===== src/rtl/dual_adc_pkg.sv =====
// Shared constants and types for the dual converter sequencer
package dual_adc_pkg;
    localparam int NCONV = 2;
    localparam int NPIN = 16;
    localparam int CH_W = 4;
    localparam int RES_W = 10;
    localparam int SHORT_W = 8;
    localparam int SHORT_SHIFT = RES_W - SHORT_W;
    localparam int ACC_W = 13;
    localparam int ACCN_W = 3;
    localparam int NREG = 8;
    localparam int REG_W = 3;
    localparam int QDEPTH = 4;
    localparam int QIX_W = 2;
    localparam int QCNT_W = 3;
    localparam logic [QCNT_W-1:0] Q_FULL = 3'h4;
    localparam int EMUX_W = 3;
    localparam int PRIO_W = 2;
    localparam int TRIG_N = 8;
    localparam int TRIG_W = 3;
    localparam int SMP_W = 8;
    localparam int BIT_W = 4;
    localparam int SHARED_N = 4;
    // Channels 0..10 on the first converter; 4 shared plus 5 own on the second
    localparam logic [NCONV-1:0][NPIN-1:0] CH_MASK = {16'h01ff, 16'h07ff};
    localparam logic [CH_W-1:0] PIN_BASE1 = 4'h7;
    localparam logic [BIT_W-1:0] MSB_IX = 4'h9;
    localparam logic [BIT_W-1:0] LSB_SHORT = 4'h2;
    localparam logic [SMP_W-1:0] WAKE_CYC = 8'h04;
    localparam logic [3:0] PRECHG_CYC = 4'h2;
    typedef enum logic [1:0] {SRC_PAR, SRC_Q, SRC_INS} src_e;
    typedef enum logic [1:0] {C_IDLE, C_WAKE, C_SAMPLE, C_CONV} core_state_e;
endpackage


===== src/rtl/adc_sar_core.sv =====
// Successive approximation converter core with auto power-down
module adc_sar_core
    import dual_adc_pkg::*;
(
    input wire logic sys_clk,
    input wire logic rst,
    input wire logic start,
    input wire logic [SMP_W-1:0] sampleLen,
    input wire logic [BIT_W-1:0] bitLen,
    input wire logic shortMode,
    input wire logic cmpHigh,
    output logic busy,
    output logic sampling,
    output logic powerOn,
    output logic [RES_W-1:0] dacCode,
    output logic done,
    output logic [RES_W-1:0] result
);
    typedef struct packed {
        core_state_e st;
        logic [SMP_W-1:0] cnt;
        logic [BIT_W-1:0] bitIx;
        logic [RES_W-1:0] code;
        logic [RES_W-1:0] res;
        logic done;
        logic short;
    } core_s;

    core_s cur;
    core_s next_cur;
    logic [RES_W-1:0] trial;
    logic [RES_W-1:0] fin;

    always_comb begin
        next_cur = cur;
        next_cur.done = 1'b0;
        trial = cur.code | (RES_W'(1) << cur.bitIx);
        fin = cmpHigh ? trial : cur.code;
        case (cur.st)
            C_IDLE: begin
                if (start) begin
                    // Analog part is off while idle, so every start wakes it
                    next_cur.st = C_WAKE;
                    next_cur.cnt = WAKE_CYC;
                    next_cur.short = shortMode;
                end
            end
            C_WAKE: begin
                next_cur.cnt = cur.cnt - 8'h01;
                if (cur.cnt <= 8'h01) begin
                    next_cur.st = C_SAMPLE;
                    next_cur.cnt = sampleLen;
                end
            end
            C_SAMPLE: begin
                next_cur.cnt = cur.cnt - 8'h01;
                if (cur.cnt <= 8'h01) begin
                    next_cur.st = C_CONV;
                    next_cur.cnt = SMP_W'(bitLen);
                    next_cur.bitIx = MSB_IX;
                    next_cur.code = '0;
                end
            end
            C_CONV: begin
                next_cur.cnt = cur.cnt - 8'h01;
                if (cur.cnt <= 8'h01) begin
                    next_cur.cnt = SMP_W'(bitLen);
                    next_cur.code = fin;
                    next_cur.bitIx = cur.bitIx - 4'h1;
                    if (cur.bitIx == (cur.short ? LSB_SHORT : 4'h0)) begin
                        next_cur.st = C_IDLE;
                        next_cur.done = 1'b1;
                        next_cur.res = cur.short ? (fin >> SHORT_SHIFT) : fin;
                    end
                end
            end
            default: next_cur.st = C_IDLE;
        endcase
    end

    always_ff @(posedge sys_clk or posedge rst) begin
        if (rst) begin
            cur <= '0;
        end else begin
            cur <= next_cur;
        end
    end

    assign busy = (cur.st != C_IDLE);
    assign powerOn = (cur.st != C_IDLE);
    assign sampling = (cur.st == C_SAMPLE);
    assign dacCode = (cur.st == C_CONV) ? trial : '0;
    assign done = cur.done;
    assign result = cur.res;
endmodule // adc_sar_core


===== src/rtl/dual_adc_sequencer.sv =====
// Request sequencing, arbitration and result handling for two converters
// Functional notes
// - Two independent converters, 10-bit successive approximation results.
// - 11 plus 5 inputs multiplexed; four inputs reachable by both.
// - Sample and conversion durations set by software.
// - Reduced 8-bit mode with shorter conversion time.
// - Synchronized mode samples two channels at the same moment.
// - External multiplexer select outputs driven automatically.
// - Unused channel pins still work as digital inputs.
// - Internal and external trigger events start requests.
// - Parallel source sets all selected channels, converts in fixed order.
// - Queue source converts entries in software order.
// - Inserted single conversion leaves running sequence intact.
// - Highest priority pending request converts next.
// - Eight result registers per converter, chainable as FIFO.
// - Per-register wait-for-read option prevents losing unread results.
// - Limit checking and accumulation reduce result data.
// - Several result registers and selectable conversion event requests.
// - Analog part powers down whenever no conversion runs.
// - Per-channel open-input detection and multiplexer test mode.
module dual_adc_sequencer
    import dual_adc_pkg::*;
(
    input wire logic sys_clk,
    input wire logic rst,
    input wire logic [TRIG_N-1:0] trigIn,
    input wire logic [NCONV-1:0][NPIN-1:0] parMask,
    input wire logic [NCONV-1:0][TRIG_W-1:0] parTrigSel,
    input wire logic [NCONV-1:0] parSwStart,
    input wire logic [NCONV-1:0] qPush,
    input wire logic [NCONV-1:0][CH_W-1:0] qPushCh,
    output logic [NCONV-1:0] qFull,
    input wire logic [NCONV-1:0] insReq,
    input wire logic [NCONV-1:0][CH_W-1:0] insCh,
    input wire logic [NCONV-1:0][PRIO_W-1:0] prioPar,
    input wire logic [NCONV-1:0][PRIO_W-1:0] prioQ,
    input wire logic [NCONV-1:0][PRIO_W-1:0] prioIns,
    input wire logic [NCONV-1:0][SMP_W-1:0] sampleLen,
    input wire logic [NCONV-1:0][BIT_W-1:0] bitLen,
    input wire logic [NCONV-1:0] shortMode,
    input wire logic syncMode,
    input wire logic [CH_W-1:0] syncCh,
    input wire logic [NCONV-1:0] emuxEn,
    input wire logic [NCONV-1:0][CH_W-1:0] emuxCh,
    output logic [NCONV-1:0][EMUX_W-1:0] emuxSel,
    input wire logic [NCONV-1:0] cmpHigh,
    output logic [NCONV-1:0][RES_W-1:0] dacCode,
    output logic [NCONV-1:0][CH_W-1:0] anaPin,
    output logic [NCONV-1:0] anaPowerOn,
    output logic [NCONV-1:0] sampling,
    input wire logic [NPIN-1:0] portIn,
    input wire logic [NPIN-1:0] digDisable,
    output logic [NPIN-1:0] digitalIn,
    input wire logic [NCONV-1:0] fifoEn,
    input wire logic [NCONV-1:0][NREG-1:0] wfr,
    input wire logic [NCONV-1:0][ACCN_W-1:0] accN,
    input wire logic [NCONV-1:0][RES_W-1:0] limLo,
    input wire logic [NCONV-1:0][RES_W-1:0] limHi,
    output logic [NCONV-1:0] limEvent,
    input wire logic [NCONV-1:0][NREG-1:0] resEvEn,
    output logic [NCONV-1:0] resEvent,
    input wire logic rdReq,
    input wire logic rdConv,
    input wire logic [REG_W-1:0] rdIdx,
    output logic [ACC_W-1:0] rdData,
    output logic rdValid,
    output logic [NCONV-1:0][NREG-1:0] regValid,
    input wire logic [NCONV-1:0][NPIN-1:0] bwEn,
    output logic [NCONV-1:0] preCharge,
    input wire logic [NCONV-1:0] muxTest,
    output logic [NCONV-1:0] muxTestOn,
    output logic [NCONV-1:0] busy
);
    typedef struct packed {
        logic [NCONV-1:0][NPIN-1:0] parPend;
        logic [NCONV-1:0][QDEPTH-1:0][CH_W-1:0] qCh;
        logic [NCONV-1:0][QCNT_W-1:0] qCnt;
        logic [NCONV-1:0] insPend;
        logic [NCONV-1:0][CH_W-1:0] insCh;
        logic [NCONV-1:0] active;
        logic [NCONV-1:0][CH_W-1:0] curCh;
        logic [NCONV-1:0][REG_W-1:0] curReg;
        logic [NCONV-1:0][REG_W-1:0] wrPtr;
        logic [NCONV-1:0][ACCN_W-1:0] accCnt;
        logic [NCONV-1:0][NREG-1:0][ACC_W-1:0] res;
        logic [NCONV-1:0][NREG-1:0] vld;
        logic [NCONV-1:0][EMUX_W-1:0] emux;
        logic [NCONV-1:0] limEv;
        logic [NCONV-1:0] resEv;
        logic [ACC_W-1:0] rdData;
        logic rdValid;
        logic [NPIN-1:0] digIn;
        logic [NCONV-1:0][3:0] pcCnt;
    } seq_s;

    seq_s cur;
    seq_s next_cur;
    logic [NCONV-1:0] start;
    logic [NCONV-1:0] ready;
    logic [NCONV-1:0] hasSrc;
    logic [NCONV-1:0] blocked;
    logic [NCONV-1:0] trig;
    logic [NCONV-1:0][1:0] srcSel;
    logic [NCONV-1:0][PRIO_W-1:0] bestPrio;
    logic [NCONV-1:0][CH_W-1:0] parCh;
    logic [NCONV-1:0][CH_W-1:0] pickCh;
    logic [NCONV-1:0][REG_W-1:0] tgt;
    logic [NCONV-1:0] cDone;
    logic [NCONV-1:0] coreBusy;
    logic [NCONV-1:0][RES_W-1:0] cRes;

    // Arbitration among parallel, queued and inserted requests
    always_comb begin
        parCh = '0;
        hasSrc = '0;
        srcSel = '0;
        bestPrio = '0;
        pickCh = '0;
        tgt = '0;
        blocked = '0;
        ready = '0;
        trig = '0;
        for (int c = 0; c < NCONV; c++) begin
            trig[c] = parSwStart[c] | trigIn[parTrigSel[c]];
            // Fixed order: lowest pending channel first
            for (int i = NPIN - 1; i >= 0; i--) begin
                if (cur.parPend[c][i]) begin
                    parCh[c] = CH_W'(i);
                end
            end
            hasSrc[c] = |cur.parPend[c];
            srcSel[c] = SRC_PAR;
            pickCh[c] = parCh[c];
            bestPrio[c] = prioPar[c];
            // Equal priority: insert beats queue beats parallel
            if (cur.qCnt[c] != '0 && (!hasSrc[c] || prioQ[c] >= bestPrio[c])) begin
                hasSrc[c] = 1'b1;
                srcSel[c] = SRC_Q;
                pickCh[c] = cur.qCh[c][0];
                bestPrio[c] = prioQ[c];
            end
            if (cur.insPend[c] && (!hasSrc[c] || prioIns[c] >= bestPrio[c])) begin
                hasSrc[c] = 1'b1;
                srcSel[c] = SRC_INS;
                pickCh[c] = cur.insCh[c];
                bestPrio[c] = prioIns[c];
            end
            if (c == 1 && syncMode) begin
                pickCh[c] = syncCh;
            end
            tgt[c] = fifoEn[c] ? cur.wrPtr[c] : pickCh[c][REG_W-1:0];
            blocked[c] = wfr[c][tgt[c]] && cur.vld[c][tgt[c]];
            ready[c] = !cur.active[c] && !coreBusy[c] && !blocked[c];
        end
        // Slave converter starts in the same cycle as the master
        start[0] = ready[0] && hasSrc[0] && (!syncMode || ready[1]);
        start[1] = syncMode ? start[0] : (ready[1] && hasSrc[1]);
    end

    always_comb begin
        next_cur = cur;
        next_cur.limEv = '0;
        next_cur.resEv = '0;
        next_cur.digIn = portIn & ~digDisable;
        // Read first so that a same-cycle result write wins
        if (rdReq) begin
            next_cur.rdData = cur.res[rdConv][rdIdx];
            next_cur.rdValid = cur.vld[rdConv][rdIdx];
            next_cur.vld[rdConv][rdIdx] = 1'b0;
        end
        for (int c = 0; c < NCONV; c++) begin
            if (cur.pcCnt[c] != '0 && sampling[c]) begin
                next_cur.pcCnt[c] = cur.pcCnt[c] - 4'h1;
            end
            if (start[c]) begin
                next_cur.active[c] = 1'b1;
                next_cur.curCh[c] = pickCh[c];
                next_cur.curReg[c] = tgt[c];
                next_cur.pcCnt[c] = bwEn[c][pickCh[c]] ? PRECHG_CYC : 4'h0;
                if (!(c == 1 && syncMode)) begin
                    case (srcSel[c])
                        SRC_INS: next_cur.insPend[c] = 1'b0;
                        SRC_Q: begin
                            for (int q = 0; q < QDEPTH - 1; q++) begin
                                next_cur.qCh[c][q] = cur.qCh[c][q+1];
                            end
                            next_cur.qCnt[c] = cur.qCnt[c] - 3'h1;
                        end
                        default: next_cur.parPend[c][pickCh[c]] = 1'b0;
                    endcase
                end
            end
            if (qPush[c] && next_cur.qCnt[c] != Q_FULL && CH_MASK[c][qPushCh[c]]) begin
                next_cur.qCh[c][next_cur.qCnt[c][QIX_W-1:0]] = qPushCh[c];
                next_cur.qCnt[c] = next_cur.qCnt[c] + 3'h1;
            end
            if (insReq[c] && CH_MASK[c][insCh[c]]) begin
                next_cur.insPend[c] = 1'b1;
                next_cur.insCh[c] = insCh[c];
            end
            if (trig[c]) begin
                next_cur.parPend[c] = next_cur.parPend[c] | (parMask[c] & CH_MASK[c]);
            end
            if (cDone[c]) begin
                next_cur.active[c] = 1'b0;
                if (cur.accCnt[c] == '0) begin
                    next_cur.res[c][cur.curReg[c]] = ACC_W'(cRes[c]);
                end else begin
                    next_cur.res[c][cur.curReg[c]] =
                        cur.res[c][cur.curReg[c]] + ACC_W'(cRes[c]);
                end
                if (cur.accCnt[c] >= accN[c]) begin
                    next_cur.accCnt[c] = '0;
                    next_cur.vld[c][cur.curReg[c]] = 1'b1;
                    next_cur.resEv[c] = resEvEn[c][cur.curReg[c]];
                    if (fifoEn[c]) begin
                        next_cur.wrPtr[c] = cur.wrPtr[c] + 3'h1;
                    end
                end else begin
                    next_cur.accCnt[c] = cur.accCnt[c] + 3'h1;
                end
                next_cur.limEv[c] = (cRes[c] < limLo[c]) || (cRes[c] > limHi[c]);
                if (emuxEn[c] && cur.curCh[c] == emuxCh[c]) begin
                    next_cur.emux[c] = cur.emux[c] + 3'h1;
                end
            end
        end
    end

    always_ff @(posedge sys_clk or posedge rst) begin
        if (rst) begin
            cur <= '0;
        end else begin
            cur <= next_cur;
        end
    end

    for (genvar g = 0; g < NCONV; g++) begin : g_conv
        adc_sar_core u_core (
            .sys_clk(sys_clk),
            .rst(rst),
            .start(start[g]),
            .sampleLen(syncMode ? sampleLen[0] : sampleLen[g]),
            .bitLen(syncMode ? bitLen[0] : bitLen[g]),
            .shortMode(syncMode ? shortMode[0] : shortMode[g]),
            .cmpHigh(cmpHigh[g]),
            .busy(coreBusy[g]),
            .sampling(sampling[g]),
            .powerOn(anaPowerOn[g]),
            .dacCode(dacCode[g]),
            .done(cDone[g]),
            .result(cRes[g])
        );
        // Second converter: low channels are the shared pins
        if (g == 0) begin : g_map0
            assign anaPin[g] = cur.curCh[g];
        end else begin : g_map1
            assign anaPin[g] = (cur.curCh[g] < CH_W'(SHARED_N)) ?
                cur.curCh[g] : cur.curCh[g] + PIN_BASE1;
        end
        assign preCharge[g] = (cur.pcCnt[g] != '0);
        assign qFull[g] = (cur.qCnt[g] == Q_FULL);
    end

    assign muxTestOn = muxTest & cur.active;
    assign emuxSel = cur.emux;
    assign busy = cur.active;
    assign limEvent = cur.limEv;
    assign resEvent = cur.resEv;
    assign rdData = cur.rdData;
    assign rdValid = cur.rdValid;
    assign regValid = cur.vld;
    assign digitalIn = cur.digIn;
endmodule // dual_adc_sequencer


===== config.mk =====
export PLATFORM = sky130hd
export DESIGN_NAME = dual_adc_sequencer
export DESIGN_NICKNAME = d
export VERILOG_FILES = /design/src/rtl/dual_adc_pkg.sv /design/src/rtl/adc_sar_core.sv /design/src/rtl/dual_adc_sequencer.sv
export SDC_FILE = /design/constraint.sdc
export NUM_CORES = 1
export LEC_CHECK = 0
export BUFFER_PORTS_ARGS = -buffer_cell sky130_fd_sc_hd__buf_2
export CAP_MARGIN = 25
export CELL_PAD_IN_SITES_DETAIL_PLACEMENT = 1
export CELL_PAD_IN_SITES_GLOBAL_PLACEMENT = 2
export CORE_MARGIN = 4
export CORE_UTILIZATION = 37
export DETAILED_ROUTE_END_ITERATION = 12
export PLACE_DENSITY = 0.93
export SYNTH_ARGS = -nofsm -noshare
export SYNTH_HDL_FRONTEND = slang
export SYNTH_SLANG_ARGS = --single-unit

===== constraint.sdc =====
create_clock -name sys_clk -period 22.7 [get_ports sys_clk]
set_clock_uncertainty 0.1 [all_clocks]
set_input_delay 6.81 -clock sys_clk [delete_from_list [all_inputs] [get_ports sys_clk]]
set_output_delay 6.81 -clock sys_clk [all_outputs]
set_load 0.02 [all_outputs]

==> run_results.csv, run 1 <==
group,metric,value,unit
sta,worstMarginPinSlew,1043,ps
sta,hold_viol_final,0,
placed_design,portBuffers,359,
placed_design,place_ws,8599,ps
drt,post_drt_wl_per_cell,23.15,um
sta,finalHoldWorstSlack,371.8,ps
sta,fin_crit_sh,0.6211,
layout,post-route-util,0.4348,
drt,post_drt_via_cell_ratio,5.636,
floorplan,num_io_pins,372,
synth,syn_area,0.02687,sq mm
synth,ys_ff_latch,452,
synth,async_reset_ff_frac,1.000,
run_status,outcome,"finished, final reports clean",
worst_hold_path,hold_class,"reg -> reg",
job,drv_cap,0,
sta,min_period,14100,ps
sta,worst_slack,8600,ps
clock_tree,numCtsBuffers,53,
layout,final_nets,3471,
clock_tree,cts_buffer_depth,3,
synth,yosysUniqueCellTypes,82,
pwr,p_leak,14.39,nW
sta,maxSlewViolCount,0,
layout,stdcell_area,0.03119,sq mm
drt,drt_wl_total,94.46,mm
placed_design,place.gp.congestion,0.8203,
global_routing,overflow,0,
synth,synthCells,2819,
setup_path,path_max_fanout,1,
floorplan,initial_core_util,0.3746,
synth,syn_nets,3208,
drt,vias,23000,
clock_tree,cts_sinks,452,
floorplan,fp-row-count,98,
clock_tree,clkTransAtPathRegs,60,ps
synth,synth-edff-count,0,
setup_path,cp.required,15790,ps
drt,ant_nets,0,
sta,slew_headroom,0.3049,
setup_path,cp-end-kind,"primary output",
sta,fmax,0.07092,GHz
synth,synth-seq-area-share,0.4209,
layout,area_delta_synth_final,16.06,%
global_routing,grt_max_degree,120,
global_routing,grt_pass1_wl,147.2,mm
drt,first_iter_violations,1594,
global_routing,antenna_found_initial,10,
clock_tree,cts-resized-gates,0,
drt,post-route-drc-count,0,
synth,ys.warnings.count,0,
sta,setup_viol_count_final,0,
layout,stdcell_count,4081,
sta,tns,0,ps
setup_path,ff2ff_path_depth,20,
setup_path,arrival,7190,ps
synth,synthFlopType,"dfrtp_1",
placed_design,place_inst,3970,
pwr,ir_drop,0.06865,mV
floorplan,chipHeight,277.5,um
clock_tree,cts_root_buf,"clkbuf_16",
floorplan,core-area,0.07173,sq mm
pwr,power.total,2.784,mW
global_routing,grt_pass1_vias,24510,
pwr,p_per_area,89.25,mW/mm^2
setup_path,critPathLaunchType,"input port",
clock_tree,post_cts_buffers,0,
clock_tree,clock_latency,600,ps
setup_path,crit_type,"in -> out",
floorplan,die_x,277.5,um
clock_tree,hold_buffers,0,
sta,rsz0062_at_grt,"no",
floorplan,die_area,0.07701,sq mm
global_routing,grt_usage,0.2413,
worst_hold_path,whs_path_depth,1,
drt,first_pass_iters,6,
clock_tree,cts_tree,"built",
synth,avgSynthCellArea,9.533,sq um
placed_design,post-dp-hpwl,68.03,mm
placed_design,place_area,0.02924,sq mm
clock_tree,cts_max_level,2,
layout,drive_gt1_frac,0.2173,
==> Yosys cell counts (13+ instances only) <==
master	count	area, sq um
dfrtp_1	452	11310
nand2_1	434	1629
o21ai_0	339	1697
nor2_1	162	608.1
a21oi_1	138	690.7
inv_1	123	461.7
mux2i_1	118	1181
ha_1	111	1389
clkbuf_1	108	405.4
mux4_2	85	1914
nand3_1	70	350.3
buf_4	67	503.0
mux2_2	64	720.7
nor2b_1	44	275.3
a21o_1	35	262.8
nor3_1	34	170.2
o31ai_1	33	247.7
xnor2_1	33	289.0
nand2b_1	29	181.4
buf_1	24	90.09
and2_1	22	137.6
o22ai_1	20	125.1
a31oi_1	19	118.9
a22o_1	17	148.9
nand4_1	15	93.84
a211oi_1	14	105.1
or3_1	14	87.58
o21a_1	13	97.59
xor2_1	13	113.9
==> registers in the layout (all words and copies together), names as in the netlist <==
| name | cells |
|---|---|
| g_conv.u_core.done | 2 |
| anaPin | 4 |
| rdValid | 1 |
| cur | 318 |
| limEvent | 2 |
| g_conv.u_core.cur | 50 |
| resEvent | 2 |
| emuxSel | 6 |
| regValid | 16 |
| digitalIn | 16 |
| rdData | 13 |
| g_conv.u_core.result | 20 |
| busy | 2 |
==> final timing paths <==
check                      startpoint            end  slack (ps)
max                        muxTest[0]   muxTestOn[0]        8600
min                        emuxSel[2]     emuxSel[2]         370
max reg2reg                  cur[372]       cur[320]       15550
min reg2reg                emuxSel[2]     emuxSel[2]         370
max in group asynchronous         rst       cur[284]       14100
min in group asynchronous         rst  digitalIn[14]        6270
==> cell usage in the layout, fill, tap and decap left out, types with 9 or more instances in the layout <==
master     instances
dfrtp_1          449
nand2_1          434
buf_2            359
o21ai_0          339
nor2_1           162
a21oi_1          138
inv_1            122
mux2i_1          118
ha_1             111
mux4_2            85
nand3_1           69
mux2_2            64
clkbuf_16         54
nor2b_1           44
buf_4             43
a21o_1            35
nor3_1            34
o31ai_1           33
xnor2_1           33
nand2b_1          29
and2_1            22
o22ai_1           20
a31oi_1           19
a22o_1            17
clkbuf_8          16
nand4_1           15
or3_1             14
a211oi_1          14
o21a_1            13
xor2_1            13
clkinv_2          12
a221oi_1          11
o211ai_1          10
a22oi_1           10
nor4_1             9
==> critical path: stages <==
cell	delay (ps)
buf_2	90
and2_1	140
buf_2	150
==> area by class of cell <==
cell class | instances | area (sq um)
Antenna cell | 7 | 17.52
Clock buffer | 78 | 1602
Clock inverter | 19 | 211.5
Fill cell | 8308 | 40540
Inverter | 125 | 476.7
Multi-Input combinational cell | 2039 | 14080
Sequential cell | 452 | 11310
Tap cell | 950 | 1189
Timing Repair Buffer | 411 | 2295
==> routing by layer <==
metal / routed length, um / GRT usage / vias to the layer above
met2: 44380 / 0.3964 / 692
met1: 40800 / 0.3224 / 11610
met5: 31 / 0 / -
met3: 6596 / 0.05538 / 153
met4: 2652 / 0.06479 / 6
li1: - / - / 10540
==> power by group <==
part	internal, mW	total [mW]	switching [mW]
clock network	0.532	0.892	0.360
registers	0.903	1.01	0.107
logic	0.321	0.882	0.561
==> kinds of logic (layout without fill, tap and decap cells) <==
logic type                 Yosys count  after routing  synth area share
and+or+nand+nor                    872            872            0.1474
AOI/OAI and AO/OA                  741            741            0.1662
DFF                                452            452            0.4209
buffers and inverters              328            633           0.05536
muxes                              267            267            0.1420
adders and majority gates          113            113           0.05317
xor gates and xnor gates            46             46           0.01499
other                                0              7                 0
(Power assumes the default switching activity.)
==> run 2, diff against run 1 <==
ABC_AREA = 1   (was not set)
CORE_UTILIZATION = 31   (was 37)
PLACE_DENSITY = 0.89   (was 0.93)
clock period = 12.2 ns   (was 22.7 ns; I/O delays follow)
==> run 2 against run 1 <==
Compared with the run above: total power up 95%; sequential power up 87%; combinational power up 96%; via count up 16%; sequential share of layout area down 0.92 points; synthesized cell count up 27%; sequential cell count unchanged; clock power up 100%; critical path type is now in -> reg; highest routed layer unchanged.
==> run_results.csv, run 2 <==
group,metric,value,unit
synth,synth_top_family_by_area,"simple AND/OR/NAND/NOR gates",
setup_path,crit_path_max_incr_delay,420,ps
synth,yosys-top-cells-area,"dfrtp_1 41%, nand2_1 10%, o21ai_0 7.5%",
placed_design,post-dp-hpwl,80.54,mm
clock_tree,numCtsBuffers,56,
setup_path,cpMaxStageDelayCell,"nand2_4",
global_routing,grtUsageMet2,0.3815,
placed_design,place_inst,4946,
sta,slew_headroom,0.2951,
sta,fin_crit_sh,0.7017,
synth,synthFlopType,"dfrtp_1",
clock_tree,clock_latency,630,ps
floorplan,num_io_pins,372,
floorplan,chipHeight,305.3,um
sta,fmax,0.1168,GHz
drt,first_iter_violations,1744,
synth,yosysMostFrequentCell,"nand2_1",
clock_tree,cts-resized-gates,0,
layout,stdcell_count,5056,
placed_design,place_area,0.02997,sq mm
worst_hold_path,hold_class,"reg -> reg",
synth,synthCells,3581,
global_routing,grt_max_degree,168,
synth,synth_simple_gate_area_frac,0.2093,
clock_tree,post_cts_buffers,0,
clock_tree,cts_max_level,2,
synth,synth_xor_area_frac,0.01151,
global_routing,grt_pass1_wl,162.3,mm
synth,syn_area,0.02740,sq mm
synth,yosys.area.top_type,"dfrtp_1",
layout,final_common_cell,"nand2_1",
job,drv_cap,0,
synth,yosysUniqueCellTypes,77,
layout,num-fill-cells,10800,
drt,drt_wl_total,106.3,mm
clock_tree,cts_sinks,452,
pwr,p_leak,15.56,nW
sta,worstMarginPinSlew,1057,ps
floorplan,fp-row-count,108,
synth,syn_nets,3970,
layout,drive_gt1_frac,0.1571,
synth,async_reset_ff_frac,1.000,
floorplan,die_x,305.3,um
floorplan,die_area,0.09319,sq mm
run_status,outcome,"finished, final reports clean",
layout,area_delta_synth_final,16.76,%
drt,vias,26640,
pwr,seq_power_share,0.348,
layout,final_cell_mix,"753 x nand2_1, 463 x inv_1, 452 x dfrtp_1",
pwr,ir_drop,0.1210,mV
pwr,pwr-share-clk,0.334,
drt,ant_nets,0,
synth,synth_compound_area_frac,0.1993,
global_routing,overflow,0,
synth,avgSynthCellArea,7.650,sq um
global_routing,grt_usage,0.2205,
synth,synth-seq-area-share,0.4129,
setup_path,arrival,9030,ps
floorplan,initial_core_util,0.3143,
setup_path,cp-end-kind,"flop",
setup_path,crit_start,"prioPar[2]",
clock_tree,hold_buffers,0,
clock_tree,clkTransAtPathRegs,60,ps
layout,largest-register,"cur",
global_routing,grt.busiest_layer,"met2",
synth,yosys-mux-area-fraction,0.008906,
worst_hold_path,min_from,"cur[346]",
drt,post_drt_via_cell_ratio,5.269,
pwr,p_int,3.345,mW
clock_tree,cts_buffer_depth,3,
clock_tree,cts_root_buf,"clkbuf_16",
setup_path,cp.required,12670,ps
pwr,switching_share,0.3838,
synth,ys.warnings.count,0,
synth,synthAdderAreaFrac,0.05216,
placed_design,portBuffers,359,
drt,post-route-drc-count,0,
drt,first_pass_iters,5,
synth,ys_ff_latch,452,
global_routing,met3_usage,0.03739,
layout,final_nets,4239,
sta,maxSlewViolCount,0,
synth,synth_top_area_frac,0.4129,
setup_path,critPathLaunchType,"input port",
pwr,p_per_area,169.7,mW/mm^2
setup_path,rr_startpoint,"cur[359]",
setup_path,path_max_fanout,35,
drt,post_drt_wl_per_cell,21.02,um
layout,stdcell_area,0.03199,sq mm
setup_path,crit_type,"in -> reg",
pwr,power.switching,2.084,mW
pwr,power_frac_comb,0.318,
global_routing,grt_util_met1,0.2796,
global_routing,grt_pass1_vias,27690,
synth,synth_common_cells,"753 x nand2_1, 465 x inv_1, 452 x dfrtp_1, 411 x o21ai_0, 225 x nor2_1",
clock_tree,cts_tree,"built",
sta,setup_viol_count_final,0,
sta,rsz0062_at_grt,"no",
floorplan,core-area,0.08716,sq mm
global_routing,antenna_found_initial,10,
setup_path,crit_family,"simple AND/OR/NAND/NOR gates",
synth,synth-edff-count,0,
sta,hold_viol_final,0,
sta,min_period,8561,ps
sta,tns,0,ps
placed_design,place.gp.congestion,0.8717,
layout,largest_reg_flops,318,
setup_path,critical_path_buf_inv_count,5,
## run 2: cell types whose count changed after synthesis, moves of 44 or more
cell,previous run,this run
inv_1,123,465
mux2_2,64,19
mux2i_1,118,3
mux4_2,85,0
nand2_1,434,753
nand3_1,70,194
nor2_1,162,225
nor2b_1,44,0
o21ai_0,339,411
o22ai_1,20,106
## run 2: through the flow
step	hold WS [ps]	utilization	setup WS, ps	total power [mW]
floorplan	338.0	-	2327	3.039
global placement	356.2	0.3437	3074	3.580
detailed placement	358.5	0.3438	2971	3.625
CTS	374.5	0.3666	3625	5.466
global route	403.8	0.3669	3043	5.762
finish	373.9	0.3670	3639	5.429
## run 2: area by class of cell
class                           count  area (sq um)  share of cell area
Clock inverter                     23         344.1             0.01076
Antenna cell                        5         12.51           0.0003912
Timing Repair Buffer              405          2167             0.06775
Clock buffer                       81          1645             0.05144
Sequential cell                   452         11310              0.3536
Tap cell                         1155          1445             0.04518
Multi-Input combinational cell   2440         13200              0.4125
Inverter                          495          1867             0.05836
## run 2: cells by family (layout without fill, tap and decap cells)
family / after synthesis / in the layout
xor gates and xnor gates: 36 / 36
adders and majority gates: 113 / 113
AOI/OAI and AO/OA: 939 / 939
muxes: 22 / 22
and+or+nand+nor: 1330 / 1330
other: 0 / 5
DFF: 452 / 452
buffers and inverters: 689 / 1004
## run 2: worst reg2reg max path, delay by kind of cell (launching register included)
family          cells  cell delay [ps]
simple gates       18             3060
compound gates      7             1250
fa+ha+maj           2              630
flops               1              420
buf+inv             2              370
## run 2: metal layers
layer	wire, um	up-vias
met5	68	-
met4	3823	8
met3	5922	203
met2	52160	745
met1	44330	13180
li1	-	12510
## run 2: worst paths after layout
check | endpoint | slack [ps] | depth (start not counted)
min in group asynchronous | g_conv[1].u_core.cur[21] | 2830 | 2
setup reg to reg | cur[327] | 6310 | 29
setup / recovery | cur[327] | 3640 | 34
max in group asynchronous | cur[312] | 6960 | 5
hold / removal | cur[346] | 370 | 2
hold reg to reg | cur[346] | 370 | 2
## run 2: power groups by stage
stage	logic, mW	registers, mW	clock network (mW)
2_1_floorplan	1.21	1.83	0
3_3_place_gp	1.67	1.91	0
3_5_place_dp	1.71	1.91	0
4_1_cts	1.73	1.89	1.85
5_1_grt	1.94	1.91	1.91
6_report	1.73	1.89	1.81
